**config.mk**
```make
export PLATFORM = sky130hd
export DESIGN_NAME = txwp_top
export DESIGN_NICKNAME = d
export VERILOG_FILES = /design/src/shared/txwp_pkg.sv /design/src/rtl/txwp_top.sv /design/src/rtl/txwp_lane.sv /design/src/rtl/txwp_counter.sv
export SDC_FILE = /design/constraint.sdc
export NUM_CORES = 1
export LEC_CHECK = 0
export ABC_AREA = 1
export BUFFER_PORTS_ARGS = -buffer_cell sky130_fd_sc_hd__buf_4
export CORE_ASPECT_RATIO = 0.75
export CORE_MARGIN = 10
export CORE_UTILIZATION = 45
export DETAILED_ROUTE_END_ITERATION = 12
export HOLD_SLACK_MARGIN = 0.15
export PLACE_DENSITY_LB_ADDON = 0.1
export SLEW_MARGIN = 20
export SYNTH_ARGS = -nofsm -noshare
export SYNTH_HDL_FRONTEND = slang
export SYNTH_HIERARCHICAL = 1
export SYNTH_SLANG_ARGS = --single-unit
```
**constraint.sdc**
```tcl
create_clock -name pclk -period 3.45 [get_ports pclk]
set_input_delay 0.69 -clock pclk [delete_from_list [all_inputs] [get_ports pclk]]
set_output_delay 0.69 -clock pclk [all_outputs]
set_load 0.01 [all_outputs]
```
**src/shared/txwp_pkg.sv**
```systemverilog
/*
 * Constants of the transmit word unpacker: offsets, field positions,
 * reset values and width encodings.
 * Assumes an APB master with 32-bit data and byte addresses.
 */
// Operation
// 8-bit width: bits 7:0 carry data byte
// 8-bit 8B/10B: bit 8 flags control code
// 8-bit: bit 9 force-disparity, compliance in PIPE
// 8-bit non-PIPE: bit 10 is disparity value
// 8-bit PIPE: bit 10 requests electrical idle
// 10/20-bit: bits 9:0 carry low symbol
// 16-bit: low byte 7:0, high byte 18:11
// 16-bit 8B/10B: control flags bits 8, 19
// 16-bit non-PIPE: force enables bits 9, 20
// 16-bit PIPE: fabric holds bit 20 low
// 16-bit non-PIPE: disparity values bits 10, 21
// 16-bit PIPE: bits 10, 21 electrical idle
// 20-bit: high symbol in bits 20:11
// Unassigned bits for width/mode are ignored
// Whole word sampled on one edge
package txwp_pkg;

    // ------------------------------------------------------------
    // Word layout
    // ------------------------------------------------------------
    localparam int WORD_W      = 22;
    localparam int SLICE_W     = 11;
    localparam int SYM_W       = 10;
    localparam int LO_BASE     = 0;
    localparam int HI_BASE     = 11;
    localparam int POS_CTRL    = 8;
    localparam int POS_FDISP   = 9;
    localparam int POS_DISPVAL = 10;

    // ------------------------------------------------------------
    // Interface width encodings
    // ------------------------------------------------------------
    localparam logic [1:0] WIDTH_8  = 2'h0;
    localparam logic [1:0] WIDTH_10 = 2'h1;
    localparam logic [1:0] WIDTH_16 = 2'h2;
    localparam logic [1:0] WIDTH_20 = 2'h3;

    // ------------------------------------------------------------
    // Register map (byte addresses)
    // ------------------------------------------------------------
    localparam logic [7:0] OFS_CTRL    = 8'h00;
    localparam logic [7:0] OFS_STATUS  = 8'h04;
    localparam logic [7:0] OFS_LASTW   = 8'h08;
    localparam logic [7:0] OFS_WORDCNT = 8'h0C;
    localparam logic [7:0] OFS_CTRLCNT = 8'h10;

    // Control register fields
    localparam int CTRL_WIDTH_LSB = 0;
    localparam int CTRL_PIPE      = 2;
    localparam int CTRL_ENC       = 3;
    localparam logic [3:0] CTRL_RESET = 4'h8;

    // Status register fields
    localparam int STAT_HI_DISP_ERR = 0;
    localparam int STAT_IDLE_MISM   = 1;

    // Counter width
    localparam int CNT_W = 32;

endpackage : txwp_pkg

```
**src/rtl/txwp_top.sv**
```systemverilog
/*
 * Transmit word unpacker: samples the 22-bit fabric word on each clock with tx_valid high and
 * presents per-lane symbol, control and disparity fields plus the PIPE
 * compliance and electrical idle requests. Width and mode come from an
 * APB control register; status and counters are readable over APB.
 * Assumes the fabric word is generated on pclk.
 */
// Implementation choices: register access over APB and the address map.
`timescale 1ns/1ps
module txwp_top (
    input  wire logic                          pclk,
    input  wire logic                          presetn,
    // APB slave
    input  wire logic                          psel,
    input  wire logic                          penable,
    input  wire logic                          pwrite,
    input  wire logic [7:0]                    paddr,
    input  wire logic [31:0]                   pwdata,
    output logic      [31:0]                   prdata,
    output logic                               pready,
    output logic                               pslverr,
    // Fabric word
    input  wire logic                          tx_valid,
    input  wire logic [txwp_pkg::WORD_W-1:0]   tx_word,
    // Channel side
    output logic                               lane0_valid,
    output logic      [txwp_pkg::SYM_W-1:0]    lane0_sym,
    output logic                               lane0_ctrl,
    output logic                               lane0_fdisp_en,
    output logic                               lane0_fdisp_val,
    output logic                               lane1_valid,
    output logic      [txwp_pkg::SYM_W-1:0]    lane1_sym,
    output logic                               lane1_ctrl,
    output logic                               lane1_fdisp_en,
    output logic                               lane1_fdisp_val,
    output logic                               compliance,
    output logic                               elec_idle
);
    import txwp_pkg::*;

    // ------------------------------------------------------------
    // Declarations
    // ------------------------------------------------------------
    logic [1:0]               width_sel;
    logic                     pipe_mode;
    logic                     enc_on;
    logic                     hi_disp_err;
    logic                     idle_mism;
    logic [WORD_W-1:0]        last_word;
    logic [CNT_W-1:0]         word_cnt;
    logic [CNT_W-1:0]         ctrl_cnt;
    logic                     raw_sym;
    logic                     dual;
    logic [SYM_W-1:0]         l0_sym;
    logic                     l0_ctrl;
    logic                     l0_fen;
    logic                     l0_fval;
    logic [SYM_W-1:0]         l1_sym;
    logic                     l1_ctrl;
    logic                     l1_fen;
    logic                     l1_fval;
    logic                     setup_ok;
    logic                     wr_go;
    logic                     next_hi_disp_err;
    logic                     next_idle_mism;
    logic                     wr_wordcnt;
    logic                     wr_ctrlcnt;
    logic                     ctrl_event;
    logic                     sample;
    logic [31:0]              next_prdata;
    logic                     next_pslverr;

    // ------------------------------------------------------------
    // Mode decode
    // ------------------------------------------------------------
    // Raw symbols in 10 and 20 bit widths, two lanes in 16 and 20
    assign raw_sym = (width_sel == WIDTH_10) || (width_sel == WIDTH_20);
    assign dual    = (width_sel == WIDTH_16) || (width_sel == WIDTH_20);
    assign sample  = tx_valid;

    // ------------------------------------------------------------
    // Lane field split
    // ------------------------------------------------------------
    txwp_lane u_lane0 (
        .slice     (tx_word[LO_BASE +: SLICE_W]),
        .raw_sym   (raw_sym),
        .enc_on    (enc_on),
        .pipe      (pipe_mode),
        .sym       (l0_sym),
        .ctrl      (l0_ctrl),
        .fdisp_en  (l0_fen),
        .fdisp_val (l0_fval)
    );

    txwp_lane u_lane1 (
        .slice     (tx_word[HI_BASE +: SLICE_W]),
        .raw_sym   (raw_sym),
        .enc_on    (enc_on),
        .pipe      (pipe_mode),
        .sym       (l1_sym),
        .ctrl      (l1_ctrl),
        .fdisp_en  (l1_fen),
        .fdisp_val (l1_fval)
    );

    // ------------------------------------------------------------
    // Lane 0 output stage
    // ------------------------------------------------------------
    // Every field of the word is taken on the same edge
    always_ff @(posedge pclk or negedge presetn) begin
        if (!presetn) begin
            lane0_valid     <= 1'b0;
            lane0_sym       <= '0;
            lane0_ctrl      <= 1'b0;
            lane0_fdisp_en  <= 1'b0;
            lane0_fdisp_val <= 1'b0;
        end else begin
            lane0_valid     <= sample;
            lane0_sym       <= sample ? l0_sym : '0;
            lane0_ctrl      <= sample & l0_ctrl;
            lane0_fdisp_en  <= sample & l0_fen;
            lane0_fdisp_val <= sample & l0_fval;
        end
    end

    // ------------------------------------------------------------
    // Lane 1 output stage
    // ------------------------------------------------------------
    // Upper slice is ignored in single-lane widths
    always_ff @(posedge pclk or negedge presetn) begin
        if (!presetn) begin
            lane1_valid     <= 1'b0;
            lane1_sym       <= '0;
            lane1_ctrl      <= 1'b0;
            lane1_fdisp_en  <= 1'b0;
            lane1_fdisp_val <= 1'b0;
        end else begin
            lane1_valid     <= sample & dual;
            lane1_sym       <= (sample & dual) ? l1_sym : '0;
            lane1_ctrl      <= sample & dual & l1_ctrl;
            lane1_fdisp_en  <= sample & dual & l1_fen;
            lane1_fdisp_val <= sample & dual & l1_fval;
        end
    end

    // ------------------------------------------------------------
    // PIPE requests
    // ------------------------------------------------------------
    // Bit 9 asks for compliance disparity, bit 10 for electrical idle
    always_ff @(posedge pclk or negedge presetn) begin
        if (!presetn) begin
            compliance <= 1'b0;
            elec_idle  <= 1'b0;
        end else begin
            compliance <= sample & pipe_mode & ~raw_sym & tx_word[POS_FDISP];
            elec_idle  <= sample & pipe_mode & ~raw_sym & tx_word[POS_DISPVAL];
        end
    end

    // ------------------------------------------------------------
    // Fabric misuse flags
    // ------------------------------------------------------------
    // Bit 20 must stay low and bits 10 and 21 must agree in 16-bit PIPE
    always_comb begin
        next_hi_disp_err = 1'b0;
        next_idle_mism   = 1'b0;
        if (sample && pipe_mode && width_sel == WIDTH_16) begin
            next_hi_disp_err = tx_word[HI_BASE + POS_FDISP];
            next_idle_mism   = tx_word[POS_DISPVAL]
                             ^ tx_word[HI_BASE + POS_DISPVAL];
        end
    end

    // Sticky status; a new event wins over a clear in the same cycle
    always_ff @(posedge pclk or negedge presetn) begin
        if (!presetn) begin
            hi_disp_err <= 1'b0;
            idle_mism   <= 1'b0;
        end else begin
            hi_disp_err <= next_hi_disp_err
                         | (hi_disp_err & ~(wr_go && paddr == OFS_STATUS
                                            && pwdata[STAT_HI_DISP_ERR]));
            idle_mism   <= next_idle_mism
                         | (idle_mism & ~(wr_go && paddr == OFS_STATUS
                                          && pwdata[STAT_IDLE_MISM]));
        end
    end

    // ------------------------------------------------------------
    // Word capture and counters
    // ------------------------------------------------------------
    // Last word sampled, for software inspection
    always_ff @(posedge pclk or negedge presetn) begin
        if (!presetn) begin
            last_word <= '0;
        end else if (sample) begin
            last_word <= tx_word;
        end
    end

    assign ctrl_event = (sample & l0_ctrl) | (sample & dual & l1_ctrl);
    assign wr_wordcnt = wr_go && (paddr == OFS_WORDCNT);
    assign wr_ctrlcnt = wr_go && (paddr == OFS_CTRLCNT);

    txwp_counter u_word_cnt (
        .pclk    (pclk),
        .presetn (presetn),
        .clr     (wr_wordcnt),
        .inc     (sample),
        .count   (word_cnt)
    );

    txwp_counter u_ctrl_cnt (
        .pclk    (pclk),
        .presetn (presetn),
        .clr     (wr_ctrlcnt),
        .inc     (ctrl_event),
        .count   (ctrl_cnt)
    );

    // ------------------------------------------------------------
    // APB slave
    // ------------------------------------------------------------
    // One wait state: pready rises in the second access cycle
    assign setup_ok = psel && penable && !pready;
    assign wr_go    = psel && penable && pready && pwrite;

    always_ff @(posedge pclk or negedge presetn) begin
        if (!presetn) begin
            pready <= 1'b0;
        end else begin
            pready <= setup_ok;
        end
    end

    // Control register write
    always_ff @(posedge pclk or negedge presetn) begin
        if (!presetn) begin
            width_sel <= CTRL_RESET[CTRL_WIDTH_LSB +: 2];
            pipe_mode <= CTRL_RESET[CTRL_PIPE];
            enc_on    <= CTRL_RESET[CTRL_ENC];
        end else if (wr_go && paddr == OFS_CTRL) begin
            width_sel <= pwdata[CTRL_WIDTH_LSB +: 2];
            pipe_mode <= pwdata[CTRL_PIPE];
            enc_on    <= pwdata[CTRL_ENC];
        end
    end

    // Read mux and unmapped-address error
    always_comb begin
        next_prdata  = 32'h0000_0000;
        next_pslverr = 1'b0;
        if (paddr == OFS_CTRL) begin
            next_prdata[CTRL_WIDTH_LSB +: 2] = width_sel;
            next_prdata[CTRL_PIPE]           = pipe_mode;
            next_prdata[CTRL_ENC]            = enc_on;
        end else if (paddr == OFS_STATUS) begin
            next_prdata[STAT_HI_DISP_ERR] = hi_disp_err;
            next_prdata[STAT_IDLE_MISM]   = idle_mism;
        end else if (paddr == OFS_LASTW) begin
            next_prdata[WORD_W-1:0] = last_word;
        end else if (paddr == OFS_WORDCNT) begin
            next_prdata = word_cnt;
        end else if (paddr == OFS_CTRLCNT) begin
            next_prdata = ctrl_cnt;
        end else begin
            next_pslverr = 1'b1;
        end
    end

    // Answer registers, valid while pready is high
    always_ff @(posedge pclk or negedge presetn) begin
        if (!presetn) begin
            prdata  <= 32'h0000_0000;
            pslverr <= 1'b0;
        end else if (setup_ok) begin
            prdata  <= pwrite ? 32'h0000_0000 : next_prdata;
            pslverr <= next_pslverr;
        end else begin
            prdata  <= 32'h0000_0000;
            pslverr <= 1'b0;
        end
    end

endmodule : txwp_top

```
**src/rtl/txwp_lane.sv**
```systemverilog
/*
 * One lane of the transmit word: splits an 11-bit slice into symbol,
 * control flag and forced-disparity controls.
 * Assumes the caller selects the slice and the mode; purely combinational.
 */
`timescale 1ns/1ps
module txwp_lane (
    input  wire logic [txwp_pkg::SLICE_W-1:0] slice,
    input  wire logic                         raw_sym,
    input  wire logic                         enc_on,
    input  wire logic                         pipe,
    output logic      [txwp_pkg::SYM_W-1:0]   sym,
    output logic                              ctrl,
    output logic                              fdisp_en,
    output logic                              fdisp_val
);
    import txwp_pkg::*;

    // ------------------------------------------------------------
    // Field split
    // ------------------------------------------------------------
    // Raw 10-bit symbols pass untouched and carry no flags
    always_comb begin
        if (raw_sym) begin
            sym       = slice[SYM_W-1:0];
            ctrl      = 1'b0;
            fdisp_en  = 1'b0;
            fdisp_val = 1'b0;
        end else begin
            sym       = {2'b00, slice[7:0]};
            ctrl      = slice[POS_CTRL] & enc_on;
            fdisp_en  = slice[POS_FDISP] & ~pipe;
            fdisp_val = slice[POS_DISPVAL] & ~pipe;
        end
    end

endmodule : txwp_lane

```
**src/rtl/txwp_counter.sv**
```systemverilog
/*
 * Free event counter with synchronous clear; the clear loses to nothing,
 * an event in the clearing cycle counts as one.
 * Assumes pclk and presetn of the block.
 */
`timescale 1ns/1ps
module txwp_counter (
    input  wire logic                       pclk,
    input  wire logic                       presetn,
    input  wire logic                       clr,
    input  wire logic                       inc,
    output logic      [txwp_pkg::CNT_W-1:0] count
);
    import txwp_pkg::*;

    // ------------------------------------------------------------
    // Counter
    // ------------------------------------------------------------
    // Clear and event together leave a count of one
    always_ff @(posedge pclk or negedge presetn) begin
        if (!presetn) begin
            count <= '0;
        end else if (clr) begin
            count <= {{(CNT_W-1){1'b0}}, inc};
        end else if (inc) begin
            count <= count + {{(CNT_W-1){1'b0}}, 1'b1};
        end
    end

endmodule : txwp_counter

```
## Word-level counts from Yosys, hierarchy flattened

Index checks and enable logic that the tools add are counted.

| operators by class | value |
|---|---|
| add/sub/neg operators | 2 |
| equal/unequal tests | 7 |
| mux-type cells | 32 |
| bitwise gates (word level) | 27 |
| reductions and logical operators | 18 |

Operators with widths:

| operator | count |
|---|---|
| $mux W32 | 8 |
| $add A32 B1 Y32 const B | 2 |
| $mux W10 | 5 |
| $mux W30 | 1 |
| $mux W28 | 1 |
| $mux W22 | 1 |
| $and A1 B1 Y1 | 19 |
| $eq A8 B4 Y1 const B | 2 |
| $mux W1 | 14 |
| $logic_and A1 B1 Y1 | 12 |
| $eq A8 B3 Y1 const B | 1 |
| $eq A8 B5 Y1 const B | 1 |
| $logic_not A8 Y1 | 1 |
| $eq A2 B2 Y1 const B | 2 |
| $mux W4 | 1 |
| $not A1 Y1 | 4 |
| $reduce_bool A2 Y1 | 2 |
| $or A1 B1 Y1 | 3 |
| $eq A2 B1 Y1 const B | 1 |
| $logic_or A1 B1 Y1 | 2 |
| $mux W2 | 1 |
| $logic_not A1 Y1 | 1 |
| $xor A1 B1 Y1 | 1 |

| word-level totals | value |
|---|---|
| flip-flop bits (word level) | 156 |
| input bits | 68 |

## Depth between registers and ports, before layout

Gate-level depths: netlist (run 1).

| logic depth | value |
|---|---|
| depth after elaboration | 8 |
| depth in mapped cells | 14 |
| depth with buffers taken out | 13 |

## Cells and area by module

Netlist (run 1), hierarchy kept.

By module, submodules not included:

| module | instances | cells an instance | area each (µm²) | seq. area each (µm²) |
|---|---|---|---|---|
| txwp_top | 1 | 501 | 4033.9 | 2303.5 |
| txwp_counter | 2 | 260 | 1840.5 | 800.8 |
| txwp_lane | 2 | 19 | 101.3 | 0.0 |

## Worst setup path before layout (run 1)

OpenSTA, ideal clock, no wires.

| path | value |
|---|---|
| kind | input port to flip-flop |
| start point | in paddr[7] |
| end point | reg u_ctrl_cnt/count[31] (netlist bit) |
| setup time | 0.119 ns |
| arrival | 2.273 ns |
| required time | 3.331 ns |
| slack | 1.058 ns |
| cell stages on the path | 12 |
| buffers on the path | 0 |
| cells stage by stage | nor2_1 inv_1 nor2_2 nand2_1 nor2_1 nor2_4 nor2_4 nand2_2 nor2_1 nand3_1 nand2_1 nor2_1 |

| between the ends | value |
|---|---|
| word-level cells in the longest chain between the ends | 3 |
| elaborated cells between the ends (all ways) | 4 |

RTL lines:

| what | RTL line | RTL |
|---|---|---|
| start, declared | txwp_top.sv:17 | `input wire logic [7:0] paddr,` |
| $eq A8 B5 Y1 * | txwp_top.sv:203 | `assign wr_ctrlcnt = wr_go && (paddr == OFS_CTRLCNT);` |
| $logic_and A1 B1 Y1 * | txwp_top.sv:203 |  |
| net wr_ctrlcnt | txwp_top.sv:67 | `logic wr_ctrlcnt;` |
| $mux W32 or $reduce_bool A2 Y1 (tied branches) | -- |  |
| end signal, assigned | txwp_counter.sv:24 | `count <= {{(CNT_W-1){1'b0}}, inc};` |
| end signal, assigned | txwp_counter.sv:26 | `count <= count + {{(CNT_W-1){1'b0}}, 1'b1};` |
| end, declared | txwp_counter.sv:12 | `output logic [txwp_pkg::CNT_W-1:0] count` |

Mark *: on every way through the listed nets, which the timed path passes. The rest lies on a longest branch.
A chain may end at the register's enable or synchronous reset.

## Worst setup path in the final report (run 1)

| path | value |
|---|---|
| start point | in paddr[7] |
| end point | reg u_ctrl_cnt/count[5] (netlist bit) |

Same word-level chain as after synthesis.

==> metrics.txt, run 1 <==
Compound-Gate Fraction of Synth Area=7.55%; Pwr Total=4.37 mW; number of port buffers=103; Seq/Total Area, Yosys=49.3%; Combinational Power Share=10.0%; syn_area_per_cell=7.48 um^2; antenna violations before repair=0; CTS Hold Buffers Added=0; per-cell routed wire length=15.3 um; Die Area=23400 um^2; Max clock buf depth=2; Clock Sinks=156; CTS Buf Count=17; Starting DRT DRC Count=690; status=completed; final count of pins violating max slew=0; post-synthesis simple-gate area fraction=32.9%; remaining antenna violation count=0; post-DP HPWL=15900 um; Post-Synth Adder-Cell Area=0.316%; Detailed Routing Iterations Pass 1=6; Hold Path Class=in -> async; VDD IR max=0.263 mV; largest net degree at the start of global routing=60; nets=1219; Startpoint Class=input port; initial core utilization=46.5%; layout cell share with drive strength beyond 1=16.7%; Sw Pwr=1.29 mW; unrepaired setup endpoints after global routing=false; chip height=135 um; worst-path maximum fanout=30; Via density=4.86; Mapped Cells=1059; leak pwr=5.11 nW; Hold Vio Cnt, Final=0; switch share=29.5%; cts repair resizes=0; mapped cell area=7920 um^2; cell internal pwr=3.08 mW; post-CTS setup buffer count=0; Syn-to-layout area delta=19.3%; GRT Overall Usage=18.5%; htree depth=4; num ports=132; number of flops mapped to enable cells by yosys=0; CTS clk-pin slew, worst paths=0.07 ns; TritonCTS clock tree=built; asr flop ratio synth=100%; crit path launch=paddr[7]; setup TNS=0 ns; first-pass GRT wire length=34400 um; Skew-Pair Late Insertion Delay=0.43 ns; Clk pwr share=42.6%; R2R depth=11; RR Startpoint=enc_on$_DFFE_PN1P_; post-synth net total=1129; post-synthesis mux area share=0%; DRC=0; clock skew=0.0137 ns; Worst EP required=3.77 ns; grt total ovfl=0; Netlist cell types=32; FMAX=411 MHz; Sequential Power Share=47.4%; Final Setup Violations=0; final wirelength=21400 um; CTS Root Buffer Type=clkbuf_16; Synthesis Warnings=6; Tmin final=2.44 ns; standard-cell rows=41; Power Density=462 nW/um^2; overall die width=173 um; Worst Setup End Kind=flop; # Max-Cap Violations=0; Crit Path Class=in -> reg; Most used DFF post-synth=dfrtp_1; xor-xnor portion of the synthesized cell area=0.221%; Final period util=70.6%; Worst-Margin Slew=0.961 ns; crit path DAT=2.75 ns; core footprint=17000 um^2; ant diodes=0; vias in the first global route=6335; worst relative slew slack=35.9%; largest family of logic cells by synthesized area=simple AND/OR/NAND/NOR gates; Seq cells post-synth=156; RD Place Congestion=0.881; via count=6794
## cell usage after synthesis, drive strengths merged, types with 2 or more instances
library cell  count  share of area (%)
xnor2             2               0.22
a211oi           13                1.2
nand4             3               0.24
a21oi            44                2.8
dfrtp           155                 49
nand3            78                5.2
nand3b            2               0.19
o21a              2               0.19
clkinv            2              0.095
ha                2               0.32
o21ai            48                3.0
a2bb2oi           2               0.22
buf              28                2.4
clkbuf           16               0.76
inv             136                6.4
nor2            213                 12
and3              2               0.16
nand2           305                 15
nor3b             2               0.19
nor3              2               0.27
## stage by stage
stage	std cells	area [um^2]	setup WS [ns]	hold slack (ns)	util, %
after floorplan	1059	7920	1.06	0.394	-
after global placement	1366	8850	0.630	0.458	52.0
after detailed placement	1366	8850	0.627	0.459	52.0
after CTS	1398	9450	1.08	0.226	55.5
after global routing	1398	9450	0.763	0.247	55.5
final	1398	9450	1.01	0.198	55.5
## logic make-up after synthesis
kind of cell,count (synthesis)
and+or+nand+nor,607
adders and majority gates,2
DFF,156
AOI/OAI and AO/OA,110
buffers and inverters,182
xor gates and xnor gates,2
## layout make-up
class                      instances  area, um^2
fill                            1640        7580
clock buffer                      17         425
timing repair buffer             115         880
clock inverter                    15         168
sequential                       156        3910
multi-input combinational        721        3260
tap                              236         295
inverter                         138         518
## power by group through the flow
stage / Combinational [mW] / Clock, mW / Sequential (mW)
floorplan: 0.290 / 0 / 2.07
global placement: 0.428 / 0 / 2.10
detailed placement: 0.437 / 0 / 2.10
CTS: 0.440 / 1.90 / 2.06
global route: 0.494 / 1.98 / 2.08
finish: 0.437 / 1.86 / 2.07
## state kept, by name, summed over array words and instances, names as in the netlist, 2 cells and up
signal / cells
lane0_sym: 10
lane1_sym: 10
last_word: 22
prdata: 32
u_ctrl_cnt/count: 32
u_word_cnt/count: 32
width_sel: 2
## critical path, stage by stage
cell and delay (ns):
buf_4 0.11, nor2_1 0.16, inv_1 0.07, nor2_2 0.10
nand2_1 0.21, nor2_1 0.38, inv_1 0.53, nand2_1 0.23
o21ai_0 0.11, o21ai_0 0.10, inv_1 0.06
## cell usage in the layout, fill, tap and decap left out, types with 7 or more instances in the layout
cell         n
nand2_1    297
nor2_1     186
dfrtp_1    155
inv_1      130
buf_4      113
nand3_1     74
a21oi_1     44
o21ai_0     38
clkbuf_16   17
nor2_2      16
a211oi_1    13
o21ai_1     10
nand2_2      8
nor2_4       7
inv_8        7
## per-layer routing
| metal | up-vias | global-route usage, % | share of wire, % |
|---|---|---|---|
| li1 | 3440 | - | - |
| met1 | 3165 | 26.8 | 49 |
| met2 | 177 | 27.1 | 43 |
| met3 | 12 | 4.48 | 6.4 |
| met4 | 0 | 4.73 | 0.78 |
| met5 | - | 0 | 0 |
## path summary, 6_finish.rpt
path                                                     to  slack, ns
setup / recovery            u_ctrl_cnt/count[5]$_DFFE_PN0P_       1.01
hold / removal             u_ctrl_cnt/count[28]$_DFFE_PN0P_       0.20
setup reg to reg           u_ctrl_cnt/count[21]$_DFFE_PN0P_       1.11
hold reg to reg                    last_word[2]$_DFFE_PN0P_       0.48
max in group asynchronous                enc_on$_DFFE_PN1P_       2.35
min in group pclk                    lane0_sym[1]$_DFF_PN0_       0.45
Note: power is estimated with default switching activity, not from simulation.
==> run 2, diff against run 1 <==
==> constraint.sdc (replaced) <==
create_clock -name pclk -period 2.2 [get_ports pclk]
set_input_delay 0.44 -clock pclk [delete_from_list [all_inputs] [get_ports pclk]]
set_output_delay 0.44 -clock pclk [all_outputs]
set_load 0.01 [all_outputs]
==> run 2 against run 1 <==
Global-route usage about the same. Non-clock buffer count is 27 higher. Die area unchanged. Clock power up 58%. Critical endpoint is now u_ctrl_cnt/count[18]$_DFFE_PN0P_. Largest cell class unchanged. Highest routed layer unchanged.
==> metrics.txt, run 2 (same netlist as run 1, synthesis figures left out) <==
Starting DRT DRC Count=514 (-26%); via count=6939 (+2.1%); CP most frequent cell=nor2_1; remaining antenna violation count=0 (unchanged); Worst Setup End Kind=flop; cell internal pwr=4.85 mW (+58%); Hold Path Class=in -> reg; GRT Overall Usage=18.5% (-0.031 points); final cell count without fillers=1425 (+1.9%); Skew-Pair Late Insertion Delay=0.43 ns (about the same); num ports=132 (unchanged); most frequent cells in the layout=nand2_1 (297), nor2_1 (186), dfrtp_1 (155); Tmin final=1.99 ns; Syn-to-layout area delta=22.4%; Detailed Routing Iterations Pass 1=5 (-1); vias in the first global route=6518 (+2.9%); DP Cell Count=1392 (+1.9%); VDD IR max=0.442 mV (+68%); Fillers=1651 (+0.67%); nets=1246 (+2.2%); commonest non-fill, non-tap cell in the layout=nand2_1; first-pass GRT wire length=34600 um (+0.60%); final design area excluding fillers=9690 um^2 (+2.6%); per-cell routed wire length=15.0 um (-1.5%); area of the multi-input gates=3260 um^2 (unchanged); grt total ovfl=0 (unchanged); cts repair resizes=0 (unchanged); post-CTS setup buffer count=0 (unchanged); chip height=135 um (unchanged); Final Setup Violations=0 (unchanged); switch share=29.6% (+0.11 points); number of port buffers=103 (unchanged); Power Density=711 nW/um^2 (+54%); CTS Hold Buffers Added=1 (+1); clock skew=0.00736 ns (-0.00635 ns); critical path's slowest cell=dfrtp_1; Pwr Total=6.89 mW (+58%); Clk pwr share=42.7% (about the same); R2R depth=11 (unchanged); Via density=4.87 (+0.20%); Hold Vio Cnt, Final=0 (unchanged); Sw Pwr=2.04 mW (+59%); final count of pins violating max slew=0 (unchanged); antenna violations before repair=0 (unchanged); worst-path maximum fanout=9 (-70%); post-DP HPWL=16000 um (+0.74%); Die Area=23400 um^2 (unchanged); max incr delay on CP=0.42 ns (-0.11 ns); setup TNS=0 ns (unchanged); Top delay family on crit path=simple AND/OR/NAND/NOR gates; TritonCTS clock tree=built; Startpoint Class=flop; initial core utilization=46.5% (unchanged); overall die width=173 um (unchanged); Hold Path Depth=3; ant diodes=0 (unchanged); unrepaired setup endpoints after global routing=false; Sequential Power Share=47.0% (-0.4 points); crit path DAT=2.32 ns (-0.43 ns); Combinational Power Share=10.3% (+0.3 points); ordered cell list for the critical path=nand2_1 -> nor2_1 -> inv_1 -> nor2_1 -> nor2_4 -> nor2_8 -> nand3_1 -> nor2_1 -> nand2_1 -> nand2_1 -> nor2_1; worst relative slew slack=65.4% (+30 points); DRC=0 (unchanged); CTS Buf Count=17 (unchanged); Top Registers=prdata (32), u_ctrl_cnt/count (32), u_word_cnt/count (32); Worst EP required=2.52 ns (-1.25 ns); WHS=0.200 ns (+0.00194 ns); WP buf/inv=1 (-3); RD Place Congestion=0.905 (+2.8%); layout cell share with drive strength beyond 1=18.5% (+1.8 points); CTS clk-pin slew, worst paths=0.07 ns (about the same); core footprint=17000 um^2 (unchanged); # Max-Cap Violations=0 (unchanged); Final period util=90.6%; dpl cell area=9090 um^2 (+2.6%); FMAX=502 MHz; Clock Sinks=156 (unchanged); Worst-Margin Slew=0.519 ns (-0.443 ns); standard-cell rows=41 (unchanged); WP depth=11 (unchanged); Reg area=3910 um^2 (unchanged); status=completed; leak pwr=5.26 nW (+2.9%); Crit Path Class=reg -> reg; CTS Root Buffer Type=clkbuf_16; largest net degree at the start of global routing=58 (-3.3%); htree depth=4 (unchanged); Max clock buf depth=2 (unchanged); final wirelength=21400 um (+0.38%)
-- run 2: worst min-delay path, delay by kind of cell --
family	cells	cell delay, ns
simple gates	1	0.04
buf+inv	2	0.12
-- run 2: metal layers --
layer	up-vias	global-route usage, %	wire length [um]
met1	3268	27.1	10900
met5	-	0	0
met2	155	26.6	9090
met4	0	4.44	272
met3	21	4.46	1150
li1	3495	-	-
-- run 2: stage by stage --
stage / util (%) / setup WS (ns)
3_5_place_dp: 53.3 / 0.0516
3_3_place_gp: 53.3 / 0.0762
5_1_grt: 56.9 / 0.00976
6_report: 56.9 / 0.207
2_1_floorplan: - / 0.0577
4_1_cts: 56.9 / 0.189
-- run 2: power groups by stage --
stage               combinational [mW]  sequential, mW  clock, mW
finish                           0.710            3.24       2.94
global route                     0.818            3.27       3.14
CTS                              0.720            3.24       3.00
detailed placement               0.714            3.29          0
global placement                 0.701            3.29          0
floorplan                        0.455            3.24          0
-- run 2: worst paths after layout --
| check | startpoint | to | slack (ns) |
|---|---|---|---|
| worst max-delay path | pready$_DFF_PN0_ | u_ctrl_cnt/count[18]$_DFFE_PN0P_ | 0.21 |
| worst min-delay path | tx_word[7] | lane0_sym[7]$_DFF_PN0_ | 0.20 |
| worst max register to register | pready$_DFF_PN0_ | u_ctrl_cnt/count[18]$_DFFE_PN0P_ | 0.21 |
| worst min register to register | last_word[3]$_DFFE_PN0P_ | last_word[3]$_DFFE_PN0P_ | 0.48 |
| max in group asynchronous | presetn | u_word_cnt/count[16]$_DFFE_PN0P_ | 1.05 |
| min in group asynchronous | presetn | u_ctrl_cnt/count[9]$_DFFE_PN0P_ | 0.50 |
-- run 2: cell type report --
class	count	area share (%)
inverters	138	5.34
multi-input cells	721	33.6
repair buffers	142	11.6
flip-flops and latches	156	40.3
clock buffers	17	4.39
clock inverters	15	1.77
well taps	236	3.05
==> run 3, diff against run 2 <==
--- a/config.mk
+++ b/config.mk
@@ -12,7 +12,7 @@
 export CORE_UTILIZATION = 45
 export DETAILED_ROUTE_END_ITERATION = 12
 export HOLD_SLACK_MARGIN = 0.15
-export PLACE_DENSITY_LB_ADDON = 0.1
+export PLACE_DENSITY = 0.75
 export SLEW_MARGIN = 20
 export SYNTH_ARGS = -nofsm -noshare
 export SYNTH_HDL_FRONTEND = slang
==> constraint.sdc (replaced) <==
create_clock -name pclk -period 2.2 [get_ports pclk]
set_input_delay 0.11 -clock pclk [delete_from_list [all_inputs] [get_ports pclk]]
set_output_delay 0.11 -clock pclk [all_outputs]
set_load 0.01 [all_outputs]
==> run 3 against run 2 <==
Sequential power about the same. Wire length grew 0.97%. Via count increased by 3.8%. Clock power fell by 8.8%. Core utilization is 0.52 points higher. Design area rose by 0.92%. Largest power group unchanged. Sequential cell count unchanged. Largest cell class unchanged.
==> metrics.txt, run 3 (same netlist as run 1, synthesis figures left out) <==
status=completed; leak pwr=5.26 nW (about the same); FMAX=488 MHz (-2.8%); unrepaired setup endpoints after global routing=false; Die Area=23400 um^2 (unchanged); Via density=5.01 (+2.9%); WP depth=13 (+2); standard-cell rows=41 (unchanged); Worst-Margin Slew=0.517 ns (-0.00130 ns); Final period util=93.2% (+2.6 points); RD Place Congestion=0.939 (+3.7%); CTS Root Buffer Type=clkbuf_16; commonest non-fill, non-tap cell in the layout=nand2_1; Worst Setup End Kind=flop; grt peak-use layer=met2; area of the multi-input gates=3260 um^2 (about the same); CTS Buf Count=17 (unchanged); VDD IR max=0.502 mV (+14%); first-pass GRT wire length=35500 um (+2.7%); Combinational Power Share=11.2% (+0.9 points); via count=7202 (+3.8%); setup TNS=0 ns (unchanged); Crit Path Class=in -> reg; Top Registers=prdata (32), u_ctrl_cnt/count (32), u_word_cnt/count (32); worst relative slew slack=65.4% (about the same); antenna violations before repair=0 (unchanged); RR Startpoint=pready$_DFF_PN0_; met3 Track Usage GR=6.24% (+1.8 points); final design area excluding fillers=9780 um^2 (+0.92%); dpl cell area=8930 um^2 (-1.7%); num ports=132 (unchanged); Final Setup Violations=0 (unchanged); crit path launch=pwrite; Hold Vio Cnt, Final=0 (unchanged); Max clock buf depth=2 (unchanged); Top delay family on crit path=simple AND/OR/NAND/NOR gates; chip height=135 um (unchanged); initial core utilization=46.5% (unchanged); number of port buffers=103 (unchanged); clock skew=0.00765 ns (+0.000286 ns); per-cell routed wire length=15.1 um (about the same); R2R depth=11 (unchanged); final wirelength=21600 um (+0.97%); core footprint=17000 um^2 (unchanged); grt met1 use=24.6% (-2.6 points); TritonCTS clock tree=built; Clk pwr share=40.1% (-2.6 points); nets=1259 (+1.0%); final count of pins violating max slew=0 (unchanged); vias in the first global route=7084 (+8.7%); Reg area=3910 um^2 (unchanged); crit path DAT=2.36 ns (+0.04 ns); Fillers=1559 (-5.6%); max incr delay on CP=0.53 ns (+0.11 ns); reg2reg setup slack=0.16 ns (-0.05 ns); Startpoint Class=input port; Critical Path Sink=u_ctrl_cnt/count[18]$_DFFE_PN0P_; ordered cell list for the critical path=dlygate4sd3_1 -> buf_4 -> nand2_1 -> nor2_2 -> inv_1 -> nor2_1 -> nor2_4 -> nor2_8 -> nand3_1 -> nor2_1 -> nand2_1 -> nand2_1 -> nor2_1; layout cell share with drive strength beyond 1=16.8% (-1.7 points); final core utilization=57.4% (+0.52 points); WP buf/inv=3 (+2); switch share=27.7% (-1.9 points); GRT Overall Usage=18.7% (+0.21 points); DRC=0 (unchanged); cell internal pwr=4.82 mW (-0.65%); Hold Path Class=in -> async; grt total ovfl=0 (unchanged); Sw Pwr=1.85 mW (-9.3%); overall die width=173 um (unchanged); Detailed Routing Iterations Pass 1=7 (+2); Power Density=682 nW/um^2 (-4.1%); remaining antenna violation count=0 (unchanged); Sequential Power Share=48.7% (+1.7 points); # Max-Cap Violations=0 (unchanged); global routing usage on met2=29.5% (+2.9 points); Skew-Pair Late Insertion Delay=0.43 ns (about the same); Starting DRT DRC Count=568 (+11%); critical path's slowest cell=dlygate4sd3_1; Worst EP required=2.51 ns (about the same); reg-to-reg endpoint=u_ctrl_cnt/count[18]$_DFFE_PN0P_; Tmin final=2.05 ns (+0.0577 ns); post-CTS setup buffer count=0 (unchanged); largest net degree at the start of global routing=50 (-14%); Syn-to-layout area delta=23.5%; CTS clk-pin slew, worst paths=0.06 ns (about the same); worst-path maximum fanout=10 (+1); post-DP HPWL=15600 um (-2.8%); htree depth=4 (unchanged); ant diodes=0 (unchanged); Clock Sinks=156 (unchanged); most frequent cells in the layout=nand2_1 (297), nor2_1 (185), dfrtp_1 (155)
## run 3: through the flow
| step | hold slack (ns) | setup WS, ns | total power [mW] | instances |
|---|---|---|---|---|
| CTS | 0.191 | 0.115 | 6.71 | 1438 |
| global placement | 0.0958 | 0.237 | 3.96 | 1375 |
| floorplan | -0.186 | 0.216 | 3.69 | 1059 |
| detailed placement | 0.100 | 0.148 | 3.99 | 1375 |
| finish | 0.198 | 0.150 | 6.67 | 1438 |
| global route | 0.221 | 0.0121 | 6.99 | 1438 |
## run 3: worst min-delay path by stage
stage               slack (ns)  depth (start not counted)                         endpoint
detailed placement         0.1                          1  u_ctrl_cnt/count[0]$_DFFE_PN0P_
floorplan                -0.19                          0             compliance$_DFF_PN0_
global route              0.22                          5             prdata[25]$_DFF_PN0_
finish                    0.20                          2  u_ctrl_cnt/count[0]$_DFFE_PN0P_
CTS                       0.19                          5                pslverr$_DFF_PN0_
global placement           0.1                          1  u_ctrl_cnt/count[0]$_DFFE_PN0P_
## run 3: layer usage
layer  up-vias  wire [um]
li1       3523          -
met1      3422       9510
met2       244       9950
met3        13       2030
met4         0        155
met5         -          0
## run 3: layout make-up
cell class	instances	share of cell area (%)
clock buffers	20	4.57
clock inverters	12	0.908
inverters	138	5.30
multi-input cells	721	33.3
flip-flops and latches	156	39.9
well taps	236	3.02
repair buffers	155	13.0
## run 3: power by group through the flow
stage | clock, mW | combinational [mW] | sequential [mW]
after floorplan | 0 | 0.455 | 3.24
after global placement | 0 | 0.671 | 3.29
after detailed placement | 0 | 0.697 | 3.29
after CTS | 2.72 | 0.748 | 3.24
after global routing | 2.87 | 0.845 | 3.28
final | 2.68 | 0.745 | 3.25
## run 3: timing repair
action,4_1_cts,5_1_grt
endpoints found under the hold margin,229,0
gates resized for setup,0,2
endpoints found under the setup margin,0,9
hold buffers,31,0
## run 3: worst register-to-register path, stage by stage (launching register included)
cell,delay (ns)
dfrtp_1,0.41
nand2_1,0.08
nor2_2,0.18
inv_1,0.10
nor2_1,0.26
nor2_4,0.13
nor2_8,0.21
nand3_1,0.12
nor2_1,0.22
nand2_1,0.09
nand2_1,0.08
nor2_1,0.04
